===== config.mk =====
export PLATFORM = sky130hd
export DESIGN_NAME = dos_top
export DESIGN_NICKNAME = d
export VERILOG_FILES = /design/src/dos_top.v /design/src/dos_sel_mem.v
export VERILOG_INCLUDE_DIRS = /design/src
export SDC_FILE = /design/constraint.sdc
export NUM_CORES = 1
export LEC_CHECK = 0
export BUFFER_PORTS_ARGS = -buffer_cell sky130_fd_sc_hd__buf_2
export CAP_MARGIN = 20
export CORE_MARGIN = 3
export CORE_UTILIZATION = 25
export CTS_CLUSTER_DIAMETER = 80
export DETAILED_ROUTE_END_ITERATION = 16
export MAX_ROUTING_LAYER = met4
export PLACE_DENSITY = 0.37
export SYNTH_ARGS = -nofsm -noshare
export SYNTH_HDL_FRONTEND = slang
export SYNTH_SLANG_ARGS = --single-unit

===== constraint.sdc =====
create_clock -name aclk -period 8.09 [get_ports aclk]
set_clock_uncertainty 0.05 [all_clocks]
set_input_delay 0 -clock aclk [delete_from_list [all_inputs] [get_ports aclk]]
set_output_delay 0 -clock aclk [all_outputs]
set_load 0.01 [all_outputs]

===== src/dos_map.vh =====
`ifndef DOS_MAP_VH
`define DOS_MAP_VH
`define DOS_OFF_REL1_SEL 8'h00
`define DOS_OFF_REL2_SEL 8'h04
`define DOS_OFF_INVERT 8'h08
`define DOS_OFF_STATE 8'h0c
`define DOS_OFF_SEL_BASE 8'h10
`define DOS_OFF_SEL1 8'h14
`define DOS_OFF_SEL2 8'h18
`define DOS_OFF_SEL3 8'h1c
`define DOS_OFF_WINDOW 8'h20
`define DOS_OFF_TMAX 8'h24
`define DOS_OFF_NMAX 8'h28
`define DOS_OFF_MODE 8'h2c
`define DOS_OFF_IRQ_STAT 8'h30
`define DOS_OFF_IRQ_MASK 8'h34
`define DOS_CODE_REF 8'h06
`define DOS_CODE_LIMIT 8'h0e
`define DOS_CODE_STO 8'h37
`define DOS_CODE_HYD1 8'h4a
`define DOS_CODE_HYD2 8'h4b
`define DOS_CODE_CYL_EXT 8'h4c
`define DOS_CODE_CYL_RET 8'h4d
`define DOS_CODE_BYPASS 8'h4e
`define DOS_CODE_DIRSW 8'h4f
`define DOS_CODE_DISCH 8'h50
`define DOS_CODE_WBRK 8'h51
`define DOS_CODE_FREACT 8'h52
`define DOS_CODE_ERR 8'h53
`define DOS_CODE_DIN0 8'h54
`define DOS_CODE_DIN6 8'h5a
`define DOS_CODE_AIN0 8'h5b
`define DOS_CODE_AIN1 8'h5c
`define DOS_BIT_REL1 8
`define DOS_BIT_REL2 15
`define DOS_MODE_TORQUE 2'h0
`define DOS_MODE_SPEED 2'h1
`define DOS_MODE_POS 2'h2
`define DOS_RST_SEL 8'h00
`define DOS_RST_INVERT 32'h0000_0000
`define DOS_RST_WINDOW 32'h0000_0000
`define DOS_RST_LIMIT 32'h7fff_ffff
`define DOS_RST_IRQ 4'h0
`endif


===== src/dos_top.v =====
// The placing of the registers and the AXI4-Lite register port were chosen for this implementation.
`timescale 1ns/1ps
`include "dos_map.vh"
module dos_top (
  input wire aclk,
  input wire aresetn,
  input wire [31:0] s_axi_awaddr,
  input wire s_axi_awvalid,
  output reg s_axi_awready,
  input wire [31:0] s_axi_wdata,
  input wire [3:0] s_axi_wstrb,
  input wire s_axi_wvalid,
  output reg s_axi_wready,
  output reg [1:0] s_axi_bresp,
  output reg s_axi_bvalid,
  input wire s_axi_bready,
  input wire [31:0] s_axi_araddr,
  input wire s_axi_arvalid,
  output reg s_axi_arready,
  output reg [31:0] s_axi_rdata,
  output reg [1:0] s_axi_rresp,
  output reg s_axi_rvalid,
  input wire s_axi_rready,
  input wire hydraulic_option_one,
  input wire hydraulic_option_two,
  input wire cylinder_extend_drive,
  input wire cylinder_retract_drive,
  input wire valve_bypass_drive,
  input wire valve_direction_switch,
  input wire fast_discharge_active,
  input wire chopper_overload_warning,
  input wire fault_reaction_active,
  input wire error_active,
  input wire [6:0] digital_input,
  input wire analogue_input_0,
  input wire analogue_input_1,
  input wire safe_torque_off,
  input wire position_limited,
  input wire signed [31:0] torque_reference,
  input wire signed [31:0] torque_actual,
  input wire signed [31:0] speed_reference,
  input wire signed [31:0] speed_actual,
  input wire signed [31:0] position_reference,
  input wire signed [31:0] position_actual,
  output reg relay_output_one,
  output reg relay_output_two,
  output reg [3:0] switching_output,
  output reg irq
);
  // ************************************
  // Register state
  // ************************************
  reg [7:0] rel1_sel_reg;
  reg [31:0] invert_reg;
  reg [31:0] window_reg;
  reg [31:0] tmax_reg;
  reg [31:0] nmax_reg;
  reg [1:0] mode_reg;
  reg [3:0] irq_stat_reg;
  reg [3:0] irq_mask_reg;
  reg [31:0] state_reg;
  reg aw_hold_reg;
  reg w_hold_reg;
  reg [7:0] awaddr_reg;
  reg [31:0] wdata_reg;
  reg [3:0] wstrb_reg;
  reg rd_pend_reg;
  reg [7:0] araddr_reg;
  wire [31:0] sel_all;
  wire [7:0] sel_rdata;
  wire [7:0] sw_sel [0:3];

  // ************************************
  // Write channel
  // ************************************
  wire wr_go = aw_hold_reg && w_hold_reg && !s_axi_bvalid;
  // Selector store only takes aligned words, like every other register
  wire wr_sel = wr_go && awaddr_reg[7:4] == 4'h1 && awaddr_reg[1:0] == 2'h0 && wstrb_reg[0];

  always @(posedge aclk) begin
    if (!aresetn) begin
      aw_hold_reg <= 1'b0;
      w_hold_reg <= 1'b0;
      s_axi_awready <= 1'b0;
      s_axi_wready <= 1'b0;
      s_axi_bvalid <= 1'b0;
      s_axi_bresp <= 2'h0;
      awaddr_reg <= 8'h00;
      wdata_reg <= 32'h0000_0000;
      wstrb_reg <= 4'h0;
    end else begin
      s_axi_awready <= !aw_hold_reg && !s_axi_awready && s_axi_awvalid;
      s_axi_wready <= !w_hold_reg && !s_axi_wready && s_axi_wvalid;
      if (s_axi_awvalid && s_axi_awready) begin
        aw_hold_reg <= 1'b1;
        awaddr_reg <= s_axi_awaddr[7:0];
      end
      if (s_axi_wvalid && s_axi_wready) begin
        w_hold_reg <= 1'b1;
        wdata_reg <= s_axi_wdata;
        wstrb_reg <= s_axi_wstrb;
      end
      if (wr_go) begin
        aw_hold_reg <= 1'b0;
        w_hold_reg <= 1'b0;
        s_axi_bvalid <= 1'b1;
        s_axi_bresp <= (awaddr_reg > `DOS_OFF_IRQ_MASK || awaddr_reg[1:0] != 2'h0) ? 2'h2 : 2'h0;
      end else if (s_axi_bready) begin
        s_axi_bvalid <= 1'b0;
      end
    end
  end

  function [31:0] merge;
    input [31:0] old;
    input [31:0] nw;
    input [3:0] strb;
    integer i;
    begin
      merge = old;
      for (i = 0; i < 4; i = i + 1)
        if (strb[i])
          merge[8*i +: 8] = nw[8*i +: 8];
    end
  endfunction

  // ************************************
  // Function selection
  // ************************************
  function is_defined;
    input [7:0] code;
    begin
      is_defined = code == `DOS_CODE_REF || code == `DOS_CODE_LIMIT || code == `DOS_CODE_STO ||
                   (code >= `DOS_CODE_HYD1 && code <= `DOS_CODE_AIN1);
    end
  endfunction

  reg ref_reached;
  reg limit_hit;
  reg [3:0] ev_now;
  reg [3:0] ev_prev_reg;
  reg [21:0] route_src;

  function route;
    input [7:0] code;
    input [21:0] src;
    reg [7:0] src_idx;
    begin
      src_idx = code - `DOS_CODE_HYD1;
      case (code)
        `DOS_CODE_REF: route = src[19];
        `DOS_CODE_LIMIT: route = src[20];
        `DOS_CODE_STO: route = src[21];
        `DOS_CODE_HYD1: route = src[0];
        `DOS_CODE_HYD2: route = src[1];
        `DOS_CODE_CYL_EXT: route = src[2];
        `DOS_CODE_CYL_RET: route = src[3];
        `DOS_CODE_BYPASS: route = src[4];
        `DOS_CODE_DIRSW: route = src[5];
        `DOS_CODE_DISCH: route = src[6];
        `DOS_CODE_WBRK: route = src[7];
        `DOS_CODE_FREACT: route = src[8];
        `DOS_CODE_ERR: route = src[9];
        `DOS_CODE_AIN0: route = src[17];
        `DOS_CODE_AIN1: route = src[18];
        default: begin
          // Only the digital input codes are still defined here
          if (is_defined(code))
            route = src[src_idx[4:0]];
          else
            route = 1'b0;
        end
      endcase
    end
  endfunction

  function [31:0] absdiff;
    input signed [31:0] a;
    input signed [31:0] b;
    reg signed [32:0] d;
    reg signed [32:0] nd;
    begin
      d = {a[31], a} - {b[31], b};
      nd = -d;
      absdiff = d[32] ? nd[31:0] : d[31:0];
    end
  endfunction

  function signed [31:0] absval;
    input signed [31:0] a;
    begin
      absval = a[31] ? -a : a;
    end
  endfunction

  always @* begin
    case (mode_reg)
      `DOS_MODE_TORQUE: ref_reached = absdiff(torque_reference, torque_actual) <= window_reg;
      `DOS_MODE_SPEED: ref_reached = absdiff(speed_reference, speed_actual) <= window_reg;
      `DOS_MODE_POS: ref_reached = absdiff(position_reference, position_actual) <= window_reg;
      default: ref_reached = 1'b0;
    endcase
    // Positioning watches both speed and torque limits
    case (mode_reg)
      `DOS_MODE_TORQUE: limit_hit = $unsigned(absval(torque_reference)) > tmax_reg;
      `DOS_MODE_SPEED: limit_hit = $unsigned(absval(speed_reference)) > nmax_reg;
      `DOS_MODE_POS: limit_hit = position_limited || $unsigned(absval(speed_reference)) > nmax_reg ||
                                 $unsigned(absval(torque_reference)) > tmax_reg;
      default: limit_hit = 1'b0;
    endcase
    ev_now = {error_active, fault_reaction_active, chopper_overload_warning, safe_torque_off};
    // Sources go in as one vector so that @* sees every one of them
    route_src = {safe_torque_off, limit_hit, ref_reached, analogue_input_1, analogue_input_0, digital_input,
                 error_active, fault_reaction_active, chopper_overload_warning, fast_discharge_active,
                 valve_direction_switch, valve_bypass_drive, cylinder_retract_drive, cylinder_extend_drive,
                 hydraulic_option_two, hydraulic_option_one};
  end

  // ************************************
  // Output stage
  // ************************************
  reg [31:0] state_next;
  integer k;
  always @* begin
    state_next = 32'h0000_0000;
    for (k = 0; k < 4; k = k + 1)
      state_next[k] = route(sel_all[8*k +: 8], route_src) ^ invert_reg[k];
    state_next[`DOS_BIT_REL1] = route(rel1_sel_reg, route_src) ^ invert_reg[`DOS_BIT_REL1];
    state_next[`DOS_BIT_REL2] = safe_torque_off ^ invert_reg[`DOS_BIT_REL2];
  end

  always @(posedge aclk) begin
    if (!aresetn) begin
      state_reg <= 32'h0000_0000;
      relay_output_one <= 1'b0;
      relay_output_two <= 1'b0;
      switching_output <= 4'h0;
      ev_prev_reg <= 4'h0;
      irq <= 1'b0;
    end else begin
      state_reg <= state_next;
      relay_output_one <= state_next[`DOS_BIT_REL1];
      relay_output_two <= state_next[`DOS_BIT_REL2];
      switching_output <= state_next[3:0];
      ev_prev_reg <= ev_now;
      // A set mask bit lets its event through
      irq <= |(irq_stat_reg & irq_mask_reg);
    end
  end

  // ************************************
  // Software registers
  // ************************************
  wire wr_ok = wr_go && awaddr_reg[1:0] == 2'h0;
  wire [3:0] ev_rise = ev_now & ~ev_prev_reg;
  wire [3:0] irq_clr = (wr_ok && awaddr_reg == `DOS_OFF_IRQ_STAT && wstrb_reg[0]) ? wdata_reg[3:0] : 4'h0;

  always @(posedge aclk) begin
    if (!aresetn) begin
      rel1_sel_reg <= `DOS_RST_SEL;
      invert_reg <= `DOS_RST_INVERT;
      window_reg <= `DOS_RST_WINDOW;
      tmax_reg <= `DOS_RST_LIMIT;
      nmax_reg <= `DOS_RST_LIMIT;
      mode_reg <= `DOS_MODE_SPEED;
      irq_stat_reg <= `DOS_RST_IRQ;
      irq_mask_reg <= `DOS_RST_IRQ;
    end else begin
      // New event wins over a clear in the same cycle
      irq_stat_reg <= (irq_stat_reg & ~irq_clr) | ev_rise;
      if (wr_ok) begin
        case (awaddr_reg)
          `DOS_OFF_REL1_SEL: if (wstrb_reg[0]) rel1_sel_reg <= wdata_reg[7:0];
          `DOS_OFF_INVERT: invert_reg <= merge(invert_reg, wdata_reg, wstrb_reg);
          `DOS_OFF_WINDOW: window_reg <= merge(window_reg, wdata_reg, wstrb_reg);
          `DOS_OFF_TMAX: tmax_reg <= merge(tmax_reg, wdata_reg, wstrb_reg);
          `DOS_OFF_NMAX: nmax_reg <= merge(nmax_reg, wdata_reg, wstrb_reg);
          `DOS_OFF_MODE: if (wstrb_reg[0]) mode_reg <= wdata_reg[1:0];
          `DOS_OFF_IRQ_MASK: if (wstrb_reg[0]) irq_mask_reg <= wdata_reg[3:0];
          default: ;
        endcase
      end
    end
  end

  dos_sel_mem #(
    .N(4)
  ) u_sel (
    .aclk(aclk),
    .aresetn(aresetn),
    .we(wr_sel),
    .waddr(awaddr_reg[3:2]),
    .wdata(wdata_reg[7:0]),
    .raddr(s_axi_araddr[3:2]),
    .rdata(sel_rdata),
    .all_sel(sel_all)
  );

  // ************************************
  // Read channel
  // ************************************
  // Two-cycle read lets the selector store answer from its register
  always @(posedge aclk) begin
    if (!aresetn) begin
      s_axi_arready <= 1'b0;
      s_axi_rvalid <= 1'b0;
      s_axi_rdata <= 32'h0000_0000;
      s_axi_rresp <= 2'h0;
      rd_pend_reg <= 1'b0;
      araddr_reg <= 8'h00;
    end else begin
      s_axi_arready <= !s_axi_arready && !rd_pend_reg && !s_axi_rvalid && s_axi_arvalid;
      if (s_axi_arvalid && s_axi_arready) begin
        rd_pend_reg <= 1'b1;
        araddr_reg <= s_axi_araddr[7:0];
      end
      if (rd_pend_reg) begin
        rd_pend_reg <= 1'b0;
        s_axi_rvalid <= 1'b1;
        s_axi_rresp <= 2'h0;
        case (araddr_reg)
          `DOS_OFF_REL1_SEL: s_axi_rdata <= {24'h000000, rel1_sel_reg};
          `DOS_OFF_REL2_SEL: s_axi_rdata <= {24'h000000, `DOS_CODE_STO};
          `DOS_OFF_INVERT: s_axi_rdata <= invert_reg;
          `DOS_OFF_STATE: s_axi_rdata <= state_reg;
          `DOS_OFF_SEL_BASE, `DOS_OFF_SEL1, `DOS_OFF_SEL2, `DOS_OFF_SEL3: s_axi_rdata <= {24'h000000, sel_rdata};
          `DOS_OFF_WINDOW: s_axi_rdata <= window_reg;
          `DOS_OFF_TMAX: s_axi_rdata <= tmax_reg;
          `DOS_OFF_NMAX: s_axi_rdata <= nmax_reg;
          `DOS_OFF_MODE: s_axi_rdata <= {30'h0, mode_reg};
          `DOS_OFF_IRQ_STAT: s_axi_rdata <= {28'h0000000, irq_stat_reg};
          `DOS_OFF_IRQ_MASK: s_axi_rdata <= {28'h0000000, irq_mask_reg};
          default: begin
            s_axi_rdata <= 32'h0000_0000;
            s_axi_rresp <= 2'h2;
          end
        endcase
      end else if (s_axi_rvalid && s_axi_rready) begin
        s_axi_rvalid <= 1'b0;
      end
    end
  end
endmodule


===== src/dos_sel_mem.v =====
`timescale 1ns/1ps
// ************************************
// Selector store, registered read
// ************************************
module dos_sel_mem #(
  parameter N = 4
) (
  input wire aclk,
  input wire aresetn,
  input wire we,
  input wire [1:0] waddr,
  input wire [7:0] wdata,
  input wire [1:0] raddr,
  output reg [7:0] rdata,
  output wire [8*N-1:0] all_sel
);
  reg [7:0] mem_reg [0:N-1];
  genvar g;
  generate
    for (g = 0; g < N; g = g + 1) begin : g_sel
      always @(posedge aclk) begin
        if (!aresetn)
          mem_reg[g] <= 8'h00;
        else if (we && waddr == g)
          mem_reg[g] <= wdata;
      end
      assign all_sel[8*g +: 8] = mem_reg[g];
    end
  endgenerate
  always @(posedge aclk) begin
    if (!aresetn)
      rdata <= 8'h00;
    else
      rdata <= mem_reg[raddr];
  end
endmodule


==> flow_metrics.tcl <==
set metrics [dict create \
    core_um2 104000 \
    period_minus_slack_ns 6.48 \
    fin_ws_ns 1.61 \
    leakage_nw 13.0 \
    outcome "completed" \
    fin_cells 5089 \
    grt_pass1_vias 24879 \
    cts_max_level 2 \
    grt_max_degree 64 \
    synth-seq-cells 291 \
    min_path_type "input port to register" \
    pre_cts_ws_ns 1.01 \
    hold_viol 0 \
    drv_cap 0 \
    syn_to_final_growth_pct 19.3 \
    synth-edff-count 32 \
    dieArea_um2 109000 \
    final_antenna_net_count 0 \
    start_kind "input port" \
    cts_max_path_buffers 3 \
    powerDensity_nw_per_um2 156 \
    place.gp.congestion 0.856 \
    yosysWarnings 0 \
    dp_hpwl_um 87900 \
    gr-usage-met3_pct 1.70 \
    die_w_um 331 \
    wl_um 111000 \
    critical_path_required_ns 8.47 \
    die_h_um 331 \
    cts-root-buf "clkbuf_16" \
    maxSlewViolCount 0 \
    firstDrtPassIters 5 \
    critPathKind "input port to register" \
    path_clk_slew_ns 0.06 \
    initial_core_util_pct 25.3 \
    crit_arrival_ns 6.86 \
    period_share_pct 80.1 \
    vias 25628 \
    synth_cells 3366 \
    critPathMaxFanout 6 \
    grt_usage_pct 20.2 \
    busiest_layer "met2" \
    final_cell_mix "388 x nand2_1, 319 x buf_2, 271 x ha_1" \
    postCtsSetupRepairBufs 0 \
    fp-row-count 118 \
    grt_pass1_wl_um 163000 \
    synthArstFlopShare_pct 0 \
    met2_usage_pct 34.0 \
    first_iter_violations 1832 \
    syn_avg_cell_area_um2 7.82 \
    fin_setup_tns_ns 0 \
    ir_drop_uv 146 \
    final_nets 4278 \
    tritoncts "built" \
    rsz0062_at_grt "false" \
    setup_viol 0 \
    grt_overflow 0 \
    port_buffers 317 \
    drive_gt1_share_pct 12.9 \
    worst_pin_slew_ns 1.18 \
    antenna_found_initial 3 \
    clk_latency_ns 0.56 \
    numCtsBuffers 37 \
    synth_area_um2 26300 \
    synth_cell_type_count 103 \
    fin_util_pct 30.2 \
    max_freq_mhz 154 \
    cts.sinks 291 \
    ys_seq_area_share_pct 23.3 \
    final_common_cell "nand2_1" \
    via_per_inst 5.04 \
    ioPinCount 368 \
    slew-limit-headroom_pct 20.8 \
    endpoint_kind "register" \
    met1_usage_pct 27.1 \
    drc_errors 0 \
    dp.cells 4941 \
    synthFlopType "dfxtp_1" \
    p_total_mw 4.89 \
    post_drt_wl_per_cell_um 21.7 \
]
==> worst max-delay path: stages <==
cell	delay, ns
buf_2	0.15
ha_1	0.36
a21o_1	0.21
a221o_1	0.38
a2111oi_0	0.77
nor3_1	0.22
or3_1	0.41
o211ai_1	0.13
and3_1	0.27
nor4bb_1	0.60
a41oi_1	0.21
o2bb2ai_1	0.21
xnor2_1	0.11
ha_1	0.29
nand4_1	0.18
nor4_1	0.45
a221oi_1	0.22
or4_1	0.86
a221oi_1	0.58
xor2_1	0.18
nor2_1	0.04
==> logic make-up (layout without fill, tap and decap cells) <==
group	count (synthesis)	count (layout)	share of synthesized area, %
adders and majority gates	274	274	13.1
muxes	129	129	5.97
xor gates and xnor gates	233	233	7.75
other	1	3	0.0142
DFF	291	291	23.3
buffers and inverters	397	738	5.74
and+or+nand+nor	1147	1147	21.1
AOI/OAI and AO/OA	894	894	22.9
==> final timing paths <==
kind | start | end | slack (ns) | cells past startpoint
worst min-delay path | s_axi_wdata[4] | wdata_reg[4] | 0.17 | 4
worst max register to register | tmax_reg[17] | switching_output[1] | 4.09 | 13
worst max-delay path | torque_reference[6] | switching_output[1] | 1.61 | 21
worst min register to register | wstrb_reg[1] | wstrb_reg[1] | 0.41 | 2
==> stage by stage <==
| stage | hold WS (ns) | instance area, um^2 |
|---|---|---|
| after floorplan | 0.0683 | 26300 |
| after global placement | 0.200 | 29300 |
| after detailed placement | 0.198 | 29300 |
| after CTS | 0.148 | 31300 |
| after global routing | 0.185 | 31400 |
| final | 0.174 | 31400 |
==> final cells by class <==
| type | count | area, um^2 |
|---|---|---|
| diodes | 1 | 2.50 |
| clock buffers | 52 | 1080 |
| clock inverters | 11 | 171 |
| fillers | 11409 | 72500 |
| inverters | 249 | 937 |
| multi-input cells | 2679 | 18700 |
| flip-flops and latches | 291 | 6150 |
| well taps | 1380 | 1730 |
| repair buffers | 426 | 2620 |
==> routing by layer <==
metal	part of all wire [%]	wire length, um
met4	1.3	1470
met2	48	53000
met3	3.2	3490
met5	0	0
met1	48	52600
==> synthesized netlist by cell type, types with 10 or more instances <==
library cell,number,area [um^2]
or2_2,10,62.6
a21oi_1,230,1150
ha_1,271,3390
and2_1,61,382
o21bai_1,13,97.6
o41ai_1,14,123
mux4_2,22,495
nor2_1,266,998
o31ai_1,39,293
nand3_1,68,340
a21o_1,83,623
a211oi_1,32,240
a31oi_1,20,125
or3_1,24,150
a22oi_1,10,75.1
nand4_1,66,413
inv_1,248,931
xor2_1,55,482
nor3_1,67,335
nand2b_1,32,200
nor4_1,18,113
or4_1,24,180
a22o_1,37,324
nor2b_1,44,275
o211ai_1,79,593
nand2_1,388,1460
mux2i_1,103,1030
a221oi_1,19,166
and3_1,23,144
clkbuf_1,133,499
dfxtp_1,259,5180
xnor2_1,178,1560
a222oi_1,28,280
nand3b_1,10,75.1
o21a_1,25,188
o21ai_0,157,786
edfxtp_1,32,961
==> power by group <==
group	internal (mW)	switching, mW
registers	1.48	0.0431
logic	0.697	0.940
clock network	1.04	0.690
total	3.21	1.67
==> repair_timing <==
| action | CTS | global route |
|---|---|---|
| hold buffers | 77 | 0 |
| endpoints found under the hold margin | 83 | 0 |
| resized for setup | 0 | 0 |
Power figures use the tool's default switching activity.
